[src/lcb_pkg.sv]
// package: register map, field layout and reset values for the counter/boot/diag csrs
`default_nettype none
package lcb_pkg;
  localparam logic [31:0] REVMF_ADDR    = 32'h2000802C;
  localparam logic [31:0] BOOTLO_ADDR   = 32'h20008030;
  localparam logic [31:0] BOOTHI_ADDR   = 32'h20008034;
  localparam logic [31:0] BOOTPR_ADDR   = 32'h20008038;
  localparam logic [31:0] BKPT_ADDR     = 32'h2000803C;
  localparam logic [31:0] MONCMD_ADDR   = 32'h20008040;
  localparam logic [31:0] ZERO_RST      = 32'h00000000;
  localparam logic [31:0] MONCMD_RST    = 32'h00000FFF;
  localparam logic [1:0]  OM_DIAG       = 2'h3;
  localparam int          REV_LSB       = 16;
  localparam int          MON_TRIG_BIT  = 15;
  localparam int          MON_BUS_BIT   = 12;
  localparam int          MON_ADDR_LSB  = 16;
  localparam int          EXAMINE_CYC   = 3;
  localparam logic [1:0]  EXAM_CNT_W1   = 2'h1;

  typedef struct packed {
    logic [31:0] addr;
    logic [31:0] wdata;
    logic        wr;
    logic        rd;
  } lcb_bus_req_t;

  typedef struct packed {
    logic        arm;
    logic [14:0] restart;
    logic [15:0] match;
  } lcb_bkpt_t;
endpackage
`default_nettype wire
[src/lcb_csrs.sv]
// module: counter, boot message, breakpoint and monitor command registers
//
// Chosen here: the strobed register port.
`timescale 1ns/100ps
`default_nettype none
// What this block does
// - top eleven bits of revision/counter register read zero, writes ignored
// - chip revision shows as read-only five-bit field
// - missed-frame counter counts frames dropped for lack of buffers
// - reading revision/counter returns the count then clears it
// - 64-bit boot verification over two registers plus 8-bit processor field
// - first received verification bit maps to bit zero
// - reset clears all three boot-message registers
// - breakpoint register written only in diagnostic mode, code 11
// - armed breakpoint halts processor at match, jumps to restart address
// - examine trigger fetches addressed location, data replaces field after three cycles
// - hardware clears examine trigger when examine finishes
// - nibble select picks four bits of monitored bus for test pins, except address top nibble: zero, write strobe, address bits 13:12
// - bus-choice bit picks data bus clear, address bus set
module lcb_csrs #(
  parameter logic [4:0] CHIP_REV = 5'h01  // arbitrary value
) (
  input  wire logic        mclk,
  input  wire logic        reset,
  input  wire logic [31:0] bus_addr,
  input  wire logic [31:0] bus_wdata,
  input  wire logic        bus_wr,
  input  wire logic        bus_rd,
  output logic      [31:0] bus_rdata,
  input  wire logic        frame_missed,
  input  wire logic        boot_msg_enable,
  input  wire logic [1:0]  operating_mode_field,
  input  wire logic        test_pin_mode,
  input  wire logic        boot_bit_valid,
  input  wire logic        boot_bit,
  input  wire logic        boot_bit_first,
  output logic             boot_verify_match,
  input  wire logic [15:0] proc_pc,
  output logic             proc_halt,
  output logic      [14:0] proc_restart_addr,
  output logic      [15:0] exam_addr,
  output logic             exam_req,
  input  wire logic [15:0] exam_rdata,
  input  wire logic [15:0] int_data_bus,
  input  wire logic [15:0] int_addr_bus,
  input  wire logic        internal_write_strobe_n,
  output logic      [3:0]  test_monitor_pins
);
  // ===========================================================================
  // decode
  lcb_pkg::lcb_bus_req_t req;
  assign req = '{addr: bus_addr, wdata: bus_wdata, wr: bus_wr, rd: bus_rd};

  // every address bit is compared: an alias would let a stray read clear the counter
  function automatic logic addr_hit(input logic [31:0] a, input logic [31:0] base);
    return a == base;
  endfunction

  wire sel_revmf  = addr_hit(req.addr, lcb_pkg::REVMF_ADDR);
  wire sel_bootlo = addr_hit(req.addr, lcb_pkg::BOOTLO_ADDR);
  wire sel_boothi = addr_hit(req.addr, lcb_pkg::BOOTHI_ADDR);
  wire sel_bootpr = addr_hit(req.addr, lcb_pkg::BOOTPR_ADDR);
  wire sel_bkpt   = addr_hit(req.addr, lcb_pkg::BKPT_ADDR);
  wire sel_moncmd = addr_hit(req.addr, lcb_pkg::MONCMD_ADDR);

  // ===========================================================================
  // missed frame counter
  logic [15:0] mfc_reg;
  logic [15:0] mfc_next;
  wire         mfc_clr = req.rd && sel_revmf;
  assign mfc_next = mfc_clr ? {15'h0000, frame_missed} :
                    (frame_missed ? mfc_reg + 16'h0001 : mfc_reg);
  always_ff @(posedge mclk or posedge reset) begin
    if (reset) mfc_reg <= 16'h0000;
    else       mfc_reg <= mfc_next;
  end

  // ===========================================================================
  // boot message registers
  logic [31:0] bootlo_reg;
  logic [31:0] boothi_reg;
  logic [7:0]  bootpr_reg;
  // boot enable gates writes so the compare never sees a half-written code
  wire boot_wr_ok = req.wr && !boot_msg_enable;
  always_ff @(posedge mclk or posedge reset) begin
    if (reset) begin
      bootlo_reg <= lcb_pkg::ZERO_RST;
      boothi_reg <= lcb_pkg::ZERO_RST;
      bootpr_reg <= 8'h00;
    end else begin
      if (boot_wr_ok && sel_bootlo) bootlo_reg <= req.wdata;
      if (boot_wr_ok && sel_boothi) boothi_reg <= req.wdata;
      if (boot_wr_ok && sel_bootpr) bootpr_reg <= req.wdata[7:0];
    end
  end

  // serial compare: bit index advances from zero
  logic [5:0] vbit_reg;
  logic       vok_reg;
  wire [63:0] vcode = {boothi_reg, bootlo_reg};
  wire [5:0]  vidx  = boot_bit_first ? 6'h00 : vbit_reg;
  wire        vok_in = boot_bit_first ? 1'b1 : vok_reg;
  always_ff @(posedge mclk or posedge reset) begin
    if (reset) begin
      vbit_reg <= 6'h00;
      vok_reg  <= 1'b0;
    end else if (boot_bit_valid) begin
      vbit_reg <= vidx + 6'h01;
      vok_reg  <= vok_in && (boot_bit == vcode[vidx]);
    end
  end
  assign boot_verify_match = vok_reg;

  // ===========================================================================
  // breakpoint register
  lcb_pkg::lcb_bkpt_t bkpt_reg;
  wire bkpt_wr = req.wr && sel_bkpt && operating_mode_field == lcb_pkg::OM_DIAG;
  always_ff @(posedge mclk or posedge reset) begin
    if (reset)        bkpt_reg <= lcb_pkg::ZERO_RST;
    else if (bkpt_wr) bkpt_reg <= req.wdata;
  end
  assign proc_halt         = bkpt_reg.arm && proc_pc == bkpt_reg.match;
  assign proc_restart_addr = bkpt_reg.restart;

  // ===========================================================================
  // monitor command and examine
  logic [15:0] mon_field_reg;
  logic        trig_reg;
  logic [1:0]  nib_reg;
  logic        bsel_reg;
  logic [1:0]  exam_cnt_reg;
  wire mon_wr = req.wr && sel_moncmd;
  wire exam_done = trig_reg && exam_cnt_reg == 2'(lcb_pkg::EXAMINE_CYC - 1);
  // the examine counter is two bits wide, so a longer fetch would wrap its end count and finish early
  if (lcb_pkg::EXAMINE_CYC < 1 || lcb_pkg::EXAMINE_CYC > 4) begin : g_exam_cyc_bad
    $error("examine cycle count does not fit the counter");
  end
  always_ff @(posedge mclk or posedge reset) begin
    if (reset) begin
      mon_field_reg <= lcb_pkg::MONCMD_RST[31:16];
      trig_reg      <= lcb_pkg::MONCMD_RST[15];
      nib_reg       <= lcb_pkg::MONCMD_RST[14:13];
      bsel_reg      <= lcb_pkg::MONCMD_RST[12];
      exam_cnt_reg  <= 2'h0;
    end else if (exam_done) begin
      mon_field_reg <= exam_rdata;
      trig_reg      <= 1'b0;
      exam_cnt_reg  <= 2'h0;
    end else if (trig_reg) begin
      exam_cnt_reg  <= exam_cnt_reg + lcb_pkg::EXAM_CNT_W1;
    end else if (mon_wr) begin
      mon_field_reg <= req.wdata[31:16];
      trig_reg      <= req.wdata[lcb_pkg::MON_TRIG_BIT];
      nib_reg       <= req.wdata[14:13];
      bsel_reg      <= req.wdata[lcb_pkg::MON_BUS_BIT];
    end
  end
  assign exam_addr = mon_field_reg;
  assign exam_req  = trig_reg;

  wire [15:0] mon_bus = bsel_reg ? int_addr_bus : int_data_bus;
  wire [3:0]  top_nib = bsel_reg ? {1'b0, internal_write_strobe_n, int_addr_bus[13:12]}
                                 : int_data_bus[15:12];
  logic [3:0] pins_reg;
  always_ff @(posedge mclk or posedge reset) begin
    if (reset) pins_reg <= 4'h0;
    else if (!test_pin_mode) pins_reg <= 4'h0;
    else case (nib_reg)
      2'h0:    pins_reg <= mon_bus[3:0];
      2'h1:    pins_reg <= mon_bus[7:4];
      2'h2:    pins_reg <= mon_bus[11:8];
      default: pins_reg <= top_nib;
    endcase
  end
  assign test_monitor_pins = pins_reg;

  // ===========================================================================
  // read data, one cycle after the strobe
  logic [31:0] rdata_reg;
  logic [31:0] rdata_next;
  wire [31:0] revmf_word = {11'h000, CHIP_REV, mfc_reg};
  always_comb begin
    rdata_next = 32'h00000000;
    if (sel_revmf)  rdata_next = revmf_word;
    if (sel_bootlo) rdata_next = bootlo_reg;
    if (sel_boothi) rdata_next = boothi_reg;
    if (sel_bootpr) rdata_next = {24'h000000, bootpr_reg};
    if (sel_bkpt)   rdata_next = bkpt_reg;
    if (sel_moncmd) rdata_next = {mon_field_reg, trig_reg, nib_reg, bsel_reg, 12'hFFF};
  end
  always_ff @(posedge mclk or posedge reset) begin
    if (reset)       rdata_reg <= 32'h00000000;
    else if (req.rd) rdata_reg <= rdata_next;
    else             rdata_reg <= 32'h00000000;
  end
  assign bus_rdata = rdata_reg;
endmodule
`default_nettype wire

[config.mk]
export PLATFORM = sky130hd
export DESIGN_NAME = lcb_csrs
export DESIGN_NICKNAME = d
export VERILOG_FILES = /design/src/lcb_pkg.sv /design/src/lcb_csrs.sv
export SDC_FILE = /design/constraint.sdc
export NUM_CORES = 1
export LEC_CHECK = 0
export BUFFER_PORTS_ARGS = -buffer_cell sky130_fd_sc_hd__buf_2
export CAP_MARGIN = 20
export CELL_PAD_IN_SITES_DETAIL_PLACEMENT = 1
export CELL_PAD_IN_SITES_GLOBAL_PLACEMENT = 1
export CORE_ASPECT_RATIO = 0.75
export CORE_MARGIN = 1.5
export CORE_UTILIZATION = 39
export CTS_CLUSTER_SIZE = 10
export DETAILED_ROUTE_END_ITERATION = 8
export PLACE_DENSITY_LB_ADDON = 0.1
export SYNTH_ARGS = -nofsm -noshare
export SYNTH_HDL_FRONTEND = slang
export SYNTH_SLANG_ARGS = --single-unit
export TNS_END_PERCENT = 100
[constraint.sdc]
create_clock -name mclk -period 6.3 [get_ports mclk]
set_clock_uncertainty 0.05 [all_clocks]
set_input_delay 1.26 -clock mclk [delete_from_list [all_inputs] [get_ports mclk]]
set_output_delay 1.26 -clock mclk [all_outputs]
set_load 0.005 [all_outputs]
==> metrics, run 1 <==
final setup fails=0; Clock Latency Late Sink=430 ps; Avg Cell Area, Syn=~12 sq um; drt drc=0; DRT antenna net count=0; EDFF count, synth=0; Top delay family on crit path=simple AND/OR/NAND/NOR gates; Slowest-stage cell, CP=nor4_1; post-CTS sizing=0; Max-cap violations=0; Seq/Total Area, Yosys=0.488; WL/cell=around 22 microns; clk sink count=around 190; Die Ht=about 140 microns; CP arrival=roughly 2600 ps; placement-stage cell area=approximately 11,000 sq um; antenna violations before repair=0; Pleak=around 5.7 nW; GR Overflow Total=0; Layout area overhead=18.5%; PD cells=about 230 nW/um^2; Reg clk slew, reported paths=70 ps; clock tree buffer depth=2; vias per cell=around 5.6; final worst path period share=0.622; number of I/O port buffers=208; fmax=approximately 260 MHz; Ys Warns=0; CP Buf/Inv Count=2; Max-slew headroom=0.373; Post-synth top flop=dfrtp_1; TNS Setup=0 ps; WL final=about 29 mm; Num CTS Buffers=17; post-synthesis cell area=about 9500 sq um; Design Area, Final=11,200 sq um; final net count=approximately 1,100; Placeable Area=between 20,000 and 25,000 sq um; worst reg2reg path depth=7; setup bufs post-CTS=0; worst-margin pin slew=between 900 and 1000 ps; die width=between 150 and 200 microns; status=completed; Final Wtd Congestion=0.778; Antenna Cells=0; io pins=around 210; FF-to-FF End=boot_verify_match$_DFFE_PP0P_; fillers=~2,600; final max-slew violation count=0; fin crit period=between 3000 and 4000 ps; CTS HTree Levels=4; cts-stage hold buffer count=0; fraction of layout cells with a size suffix above 1=0.365; hold crit path type=flip-flop to flip-flop; Syn Inst Count=roughly 800; Pwr Total=roughly 0.0026 W; R2R Setup Slk=roughly 3500 ps; CTS tree=yes; Yosys cell types=between 60 and 70; via count=7,247; R2R Path Start=vbit_reg[1]$_DFFE_PP0P_; kind of critical path=input port to output pin; Final Non-Filler Cells=~1,300; worst-path cell chain=buf_2 -> xor2_1 -> nor4_1 -> nand4_1 -> nor4_1 -> buf_2; drt pass-1 iters=4; Max VDD drop=roughly 0.18 mV; first-pass GRT wire length=44.9 mm; hold-critical path depth=1; row count=between 40 and 50; largest net degree at the start of global routing=61; unrepaired setup endpoints after global routing=false; Crit Path Max Fanout=1; vias in the first global route=roughly 7,600; Hold Path End=bootpr_reg[1]$_DFFE_PP0P_; placed wire-length estimate=between 15 and 20 mm; CP startpoint=proc_pc[14]; Die ar.=around 25,000 sq um; critical path startpoint category=input port; Initial Util=0.397; slowest stage delay, CP=about 330 ps; post-synthesis register bit count=roughly 190; Hold Fails Final Rpt=0; DRT iter0 DRCs=a little under 400; GRT Total Usage=0.233; min-delay src=bootpr_reg[1]$_DFFE_PP0P_; Net Count, Synth=947; clock root buffer=clkbuf_16; FFs w/ async S/R, synth=1.00; Critical Path End Type=output pin; Crit path required time=4990 ps; Post-Place Cells=about 1,300
-- worst max-delay path by stage --
stage	end	depth (start not counted)	slack (ps)
6_report	proc_halt	6	2380
5_1_grt	proc_halt	6	2270
4_1_cts	proc_halt	6	2320
3_5_place_dp	boothi_reg[27]$_DFFE_PP0P_	9	2080
3_3_place_gp	boothi_reg[27]$_DFFE_PP0P_	9	2080
2_1_floorplan	bkpt_reg[0]$_DFFE_PP0P_	1	2610
-- cell usage in the layout (no fill, tap or decap), types with 4 or more instances in the layout --
| master | count |
|---|---|
| nor4_4 | 4 |
| a22oi_1 | 41 |
| a221oi_1 | 6 |
| clkbuf_16 | 17 |
| and3b_1 | 4 |
| nand3b_1 | 5 |
| o21ai_0 | 24 |
| nand3_1 | 12 |
| buf_4 | 14 |
| and3_1 | 8 |
| buf_2 | 208 |
| mux2_2 | 50 |
| mux2_1 | 36 |
| inv_1 | 7 |
| inv_8 | 6 |
| xor2_1 | 14 |
| a21oi_1 | 46 |
| o21a_1 | 11 |
| a22o_1 | 7 |
| nand2_1 | 41 |
| xnor2_1 | 16 |
| nand4_1 | 10 |
| a211oi_1 | 8 |
| mux2i_1 | 32 |
| mux4_2 | 12 |
| nor2_1 | 43 |
| nor2b_1 | 16 |
| nand2b_1 | 9 |
| dfrtp_1 | 185 |
| mux2_4 | 30 |
| a31oi_1 | 5 |
| a21o_1 | 4 |
-- cells in the mapped netlist, drive strengths merged, types with 3 or more instances --
cell    count  area (sq um)
dfrtp     185          4630
mux2      116          1420
a21oi      46           230
buf        46           294
nor2       43           161
nand2      42           165
a22oi      41           308
mux2i      32           320
o21ai      24           120
clkbuf     22          82.6
nor2b      16           100
xnor2      16           140
xor2       14           123
mux4       12           270
nand3      12          60.1
nand4      11          75.1
o21a       11          82.6
nand2b      9          56.3
nor4        9           129
a211oi      8          60.1
and3        8          50.1
inv         8          30.0
a22o        7          61.3
a21boi      6          45.0
a221oi      6          52.6
a31oi       5          31.3
nand3b      5          37.5
a21o        4          30.0
and2        4          25.0
and3b       4          35.0
nor3        3          15.0
o22ai       3          18.8
-- through the flow --
step / setup slack, ps / hold slack, ps / util
3_3_place_gp: 2080 / 433 / 0.446
6_report: 2380 / 456 / 0.470
2_1_floorplan: 2610 / 414 / -
4_1_cts: 2320 / 458 / 0.470
5_1_grt: 2270 / 478 / 0.470
3_5_place_dp: 2080 / 440 / 0.446
-- where the power goes --
group | switching, W | internal, W | leakage [nW] | total [W]
logic | 0.000136 | 0.000100 | 2.84 | 0.000236
registers | 0.0000523 | 0.00122 | 2.52 | 0.00127
clock network | 0.000550 | 0.000539 | 0.289 | 0.00109
total | 0.000739 | 0.00186 | 5.65 | 0.00260
-- area by class of cell --
type / count / area [sq um] / area share
multi-input cells: 541 / 4450 / 0.396
well taps: 306 / 383 / 0.0340
inverters: 10 / 41.3 / 0.00367
clock buffers: 17 / 425 / 0.0378
clock inverters: 15 / 168 / 0.0149
flip-flops and latches: 185 / 4630 / 0.412
repair buffers: 222 / 1150 / 0.102
-- layer usage --
metal,track usage,wire length (microns),share of wire
met2,0.349,12600,0.44
met5,0,0,0
met4,0.0345,135,0.0047
met3,0.0477,1480,0.052
met1,0.353,14400,0.50
-- logic make-up after synthesis --
kind of cell / count (synthesis) / share of synthesized area
AO/OA/AOI/OAI: 173 / 0.121
XOR/XNOR: 30 / 0.0277
buffers and inverters: 78 / 0.0436
multiplexers: 160 / 0.212
adder cells (fa/ha/maj): 2 / 0.00264
AND/OR/NAND/NOR: 176 / 0.106
flip-flops: 185 / 0.488
Power figures use the tool's default switching activity.
==> run 2: changes to the inputs <==
clock period = 3.56 ns   (was 6.3 ns; I/O delays follow)
==> run 2 against run 1 <==
Critical path depth decreased by 1. Die area unchanged. Total power increased by 75%. Register-to-register slack got worse by 2600 ps. First-iteration DRC count increased by 10%. Hold slack got worse by 350 ps. Clock-buffer cell count increased by 1. Sequential cell count unchanged. Global-route usage increased by 0.17 points. Non-clock buffer count increased by 11. Largest power group unchanged.
==> metrics, run 2 (synthesis results as in run 1) <==
status=completed; Antenna Cells=0; worst reg2reg path depth=7; fin crit period=~2900 ps; io pins=around 210; worst-margin pin slew=around 810 ps; Final Wtd Congestion=around 0.78; WL/cell=approximately 22 microns; via count=around 7,300; Clk pwr share=0.413; Final Non-Filler Cells=around 1,300; die width=183 microns; GR Overflow Total=0; GRT Total Usage=0.234; sw frac=0.271; Crit path required time=roughly 2800 ps; clock tree buffer depth=2; DRT antenna net count=0; final worst path period share=0.812; final max-slew violation count=0; largest net degree at the start of global routing=around 110; Initial Util=0.397; Reg clk slew, reported paths=~70 ps; hold crit path type=input port to async pin; commonest non-fill, non-tap cell in the layout=buf_2; first-pass GRT wire length=45.1 mm; sequential power share=0.496; CTS HTree Levels=4; Placeable Area=about 24,000 sq um; Post-Place Cells=around 1,300; final net count=roughly 1,100; Die ar.=approximately 25,000 sq um; drt pass-1 iters=5; setup bufs post-CTS=0; CP arrival=2130 ps; Num CTS Buffers=17; WL final=28.7 mm; register area=~4600 sq um; TNS Setup=0 ps; critical path startpoint category=flip-flop; Die Ht=about 140 microns; PD cells=roughly 400 nW/um^2; vias per cell=around 5.6; fraction of layout cells with a size suffix above 1=0.371; Pleak=5.70 nW; fmax=roughly 350 MHz; unrepaired setup endpoints after global routing=false; drt drc=0; CTS tree=yes; placed wire-length estimate=20.6 mm; clock root buffer=clkbuf_16; number of I/O port buffers=approximately 210; Max VDD drop=0.317 mV; clk sink count=185; Critical Path End Type=output pin; Clock Latency Late Sink=440 ps; cts-stage hold buffer count=0; antenna violations before repair=0; Layout area overhead=19.5%; row count=49; Crit Path Max Fanout=3; Hold Fails Final Rpt=0; commonest non-fill, non-tap cells in the layout=208 x buf_2, 185 x dfrtp_1, 50 x mux2_2; Comb pwr share=0.091; Internal=around 0.0033 W; kind of critical path=flip-flop to output pin; DRT iter0 DRCs=~430; Max-slew headroom=0.460; post-CTS sizing=0; fillers=2,623; Psw=~0.0012 W; vias in the first global route=approximately 7,600; final setup fails=0; Hold WS=~110 ps; area of the multi-input gates=4450 sq um; Max-cap violations=0
## run 2: cell count changes in the layout (fill, tap and decap cells not counted), sizes merged
cell | before | now
clkinv | 6 | 4
buf | 222 | 233
inv | 17 | 13
bufinv | 0 | 1
clkinvlp | 2 | 6
clkbuf | 17 | 18
## run 2: power groups by stage
stage / Sequential [W] / Clock (W) / Combinational, W
floorplan: 0.00225 / 0 / 0.000249
global placement: 0.00230 / 0 / 0.000408
detailed placement: 0.00230 / 0 / 0.000419
CTS: 0.00226 / 0.00193 / 0.000421
finish: 0.00226 / 0.00188 / 0.000413
global route: 0.00227 / 0.00201 / 0.000467
## run 2: metal layers
| layer | vias to the layer above | global-route usage | wire length (microns) |
|---|---|---|---|
| li1 | 3295 | - | - |
| met1 | 3732 | 0.347 | 13900 |
| met2 | 229 | 0.352 | 12700 |
| met3 | 15 | 0.0551 | 1860 |
| met4 | 0 | 0.0444 | 199 |
| met5 | - | 0 | 0 |
## run 2: metrics by stage
stage | power (W) | cell area [sq um] | utilization | setup slack [ps]
after floorplan | 0.00250 | 9500 | - | 419
after global placement | 0.00271 | 10800 | 0.451 | 558
after detailed placement | 0.00272 | 10800 | 0.451 | 506
after CTS | 0.00461 | 11300 | 0.474 | 650
after global routing | 0.00474 | 11300 | 0.474 | 622
final | 0.00456 | 11300 | 0.474 | 669
## run 2: worst max-delay path, stage by stage, from the launching register on
cell	delay [ps]
dfrtp_1	400
xor2_1	250
nor4_1	350
nand4_1	240
nor4_1	280
buf_2	160
## run 2: layout make-up
type | instances | share of cell area
sequential | 185 | 0.408
clock buffer | 18 | 0.0378
clock inverter | 14 | 0.0122
multi-input combinational | 541 | 0.393
timing repair buffer | 233 | 0.112
tap | 306 | 0.0338
inverter | 10 | 0.00364
## run 2: final timing paths
kind                                                 from                                to  slack, ps
worst max-delay path             bkpt_reg[14]$_DFFE_PP0P_                         proc_halt        670
worst min-delay path                                reset           bkpt_reg[3]$_DFFE_PP0P_        110
worst max register to register    vbit_reg[0]$_DFFE_PP0P_     boot_verify_match$_DFFE_PP0P_        880
worst min register to register  bootpr_reg[3]$_DFFE_PP0P_         bootpr_reg[3]$_DFFE_PP0P_        450
max in group asynchronous                           reset  proc_restart_addr[9]$_DFFE_PP0P_       2570
min in group mclk               bootpr_reg[3]$_DFFE_PP0P_         bootpr_reg[3]$_DFFE_PP0P_        450
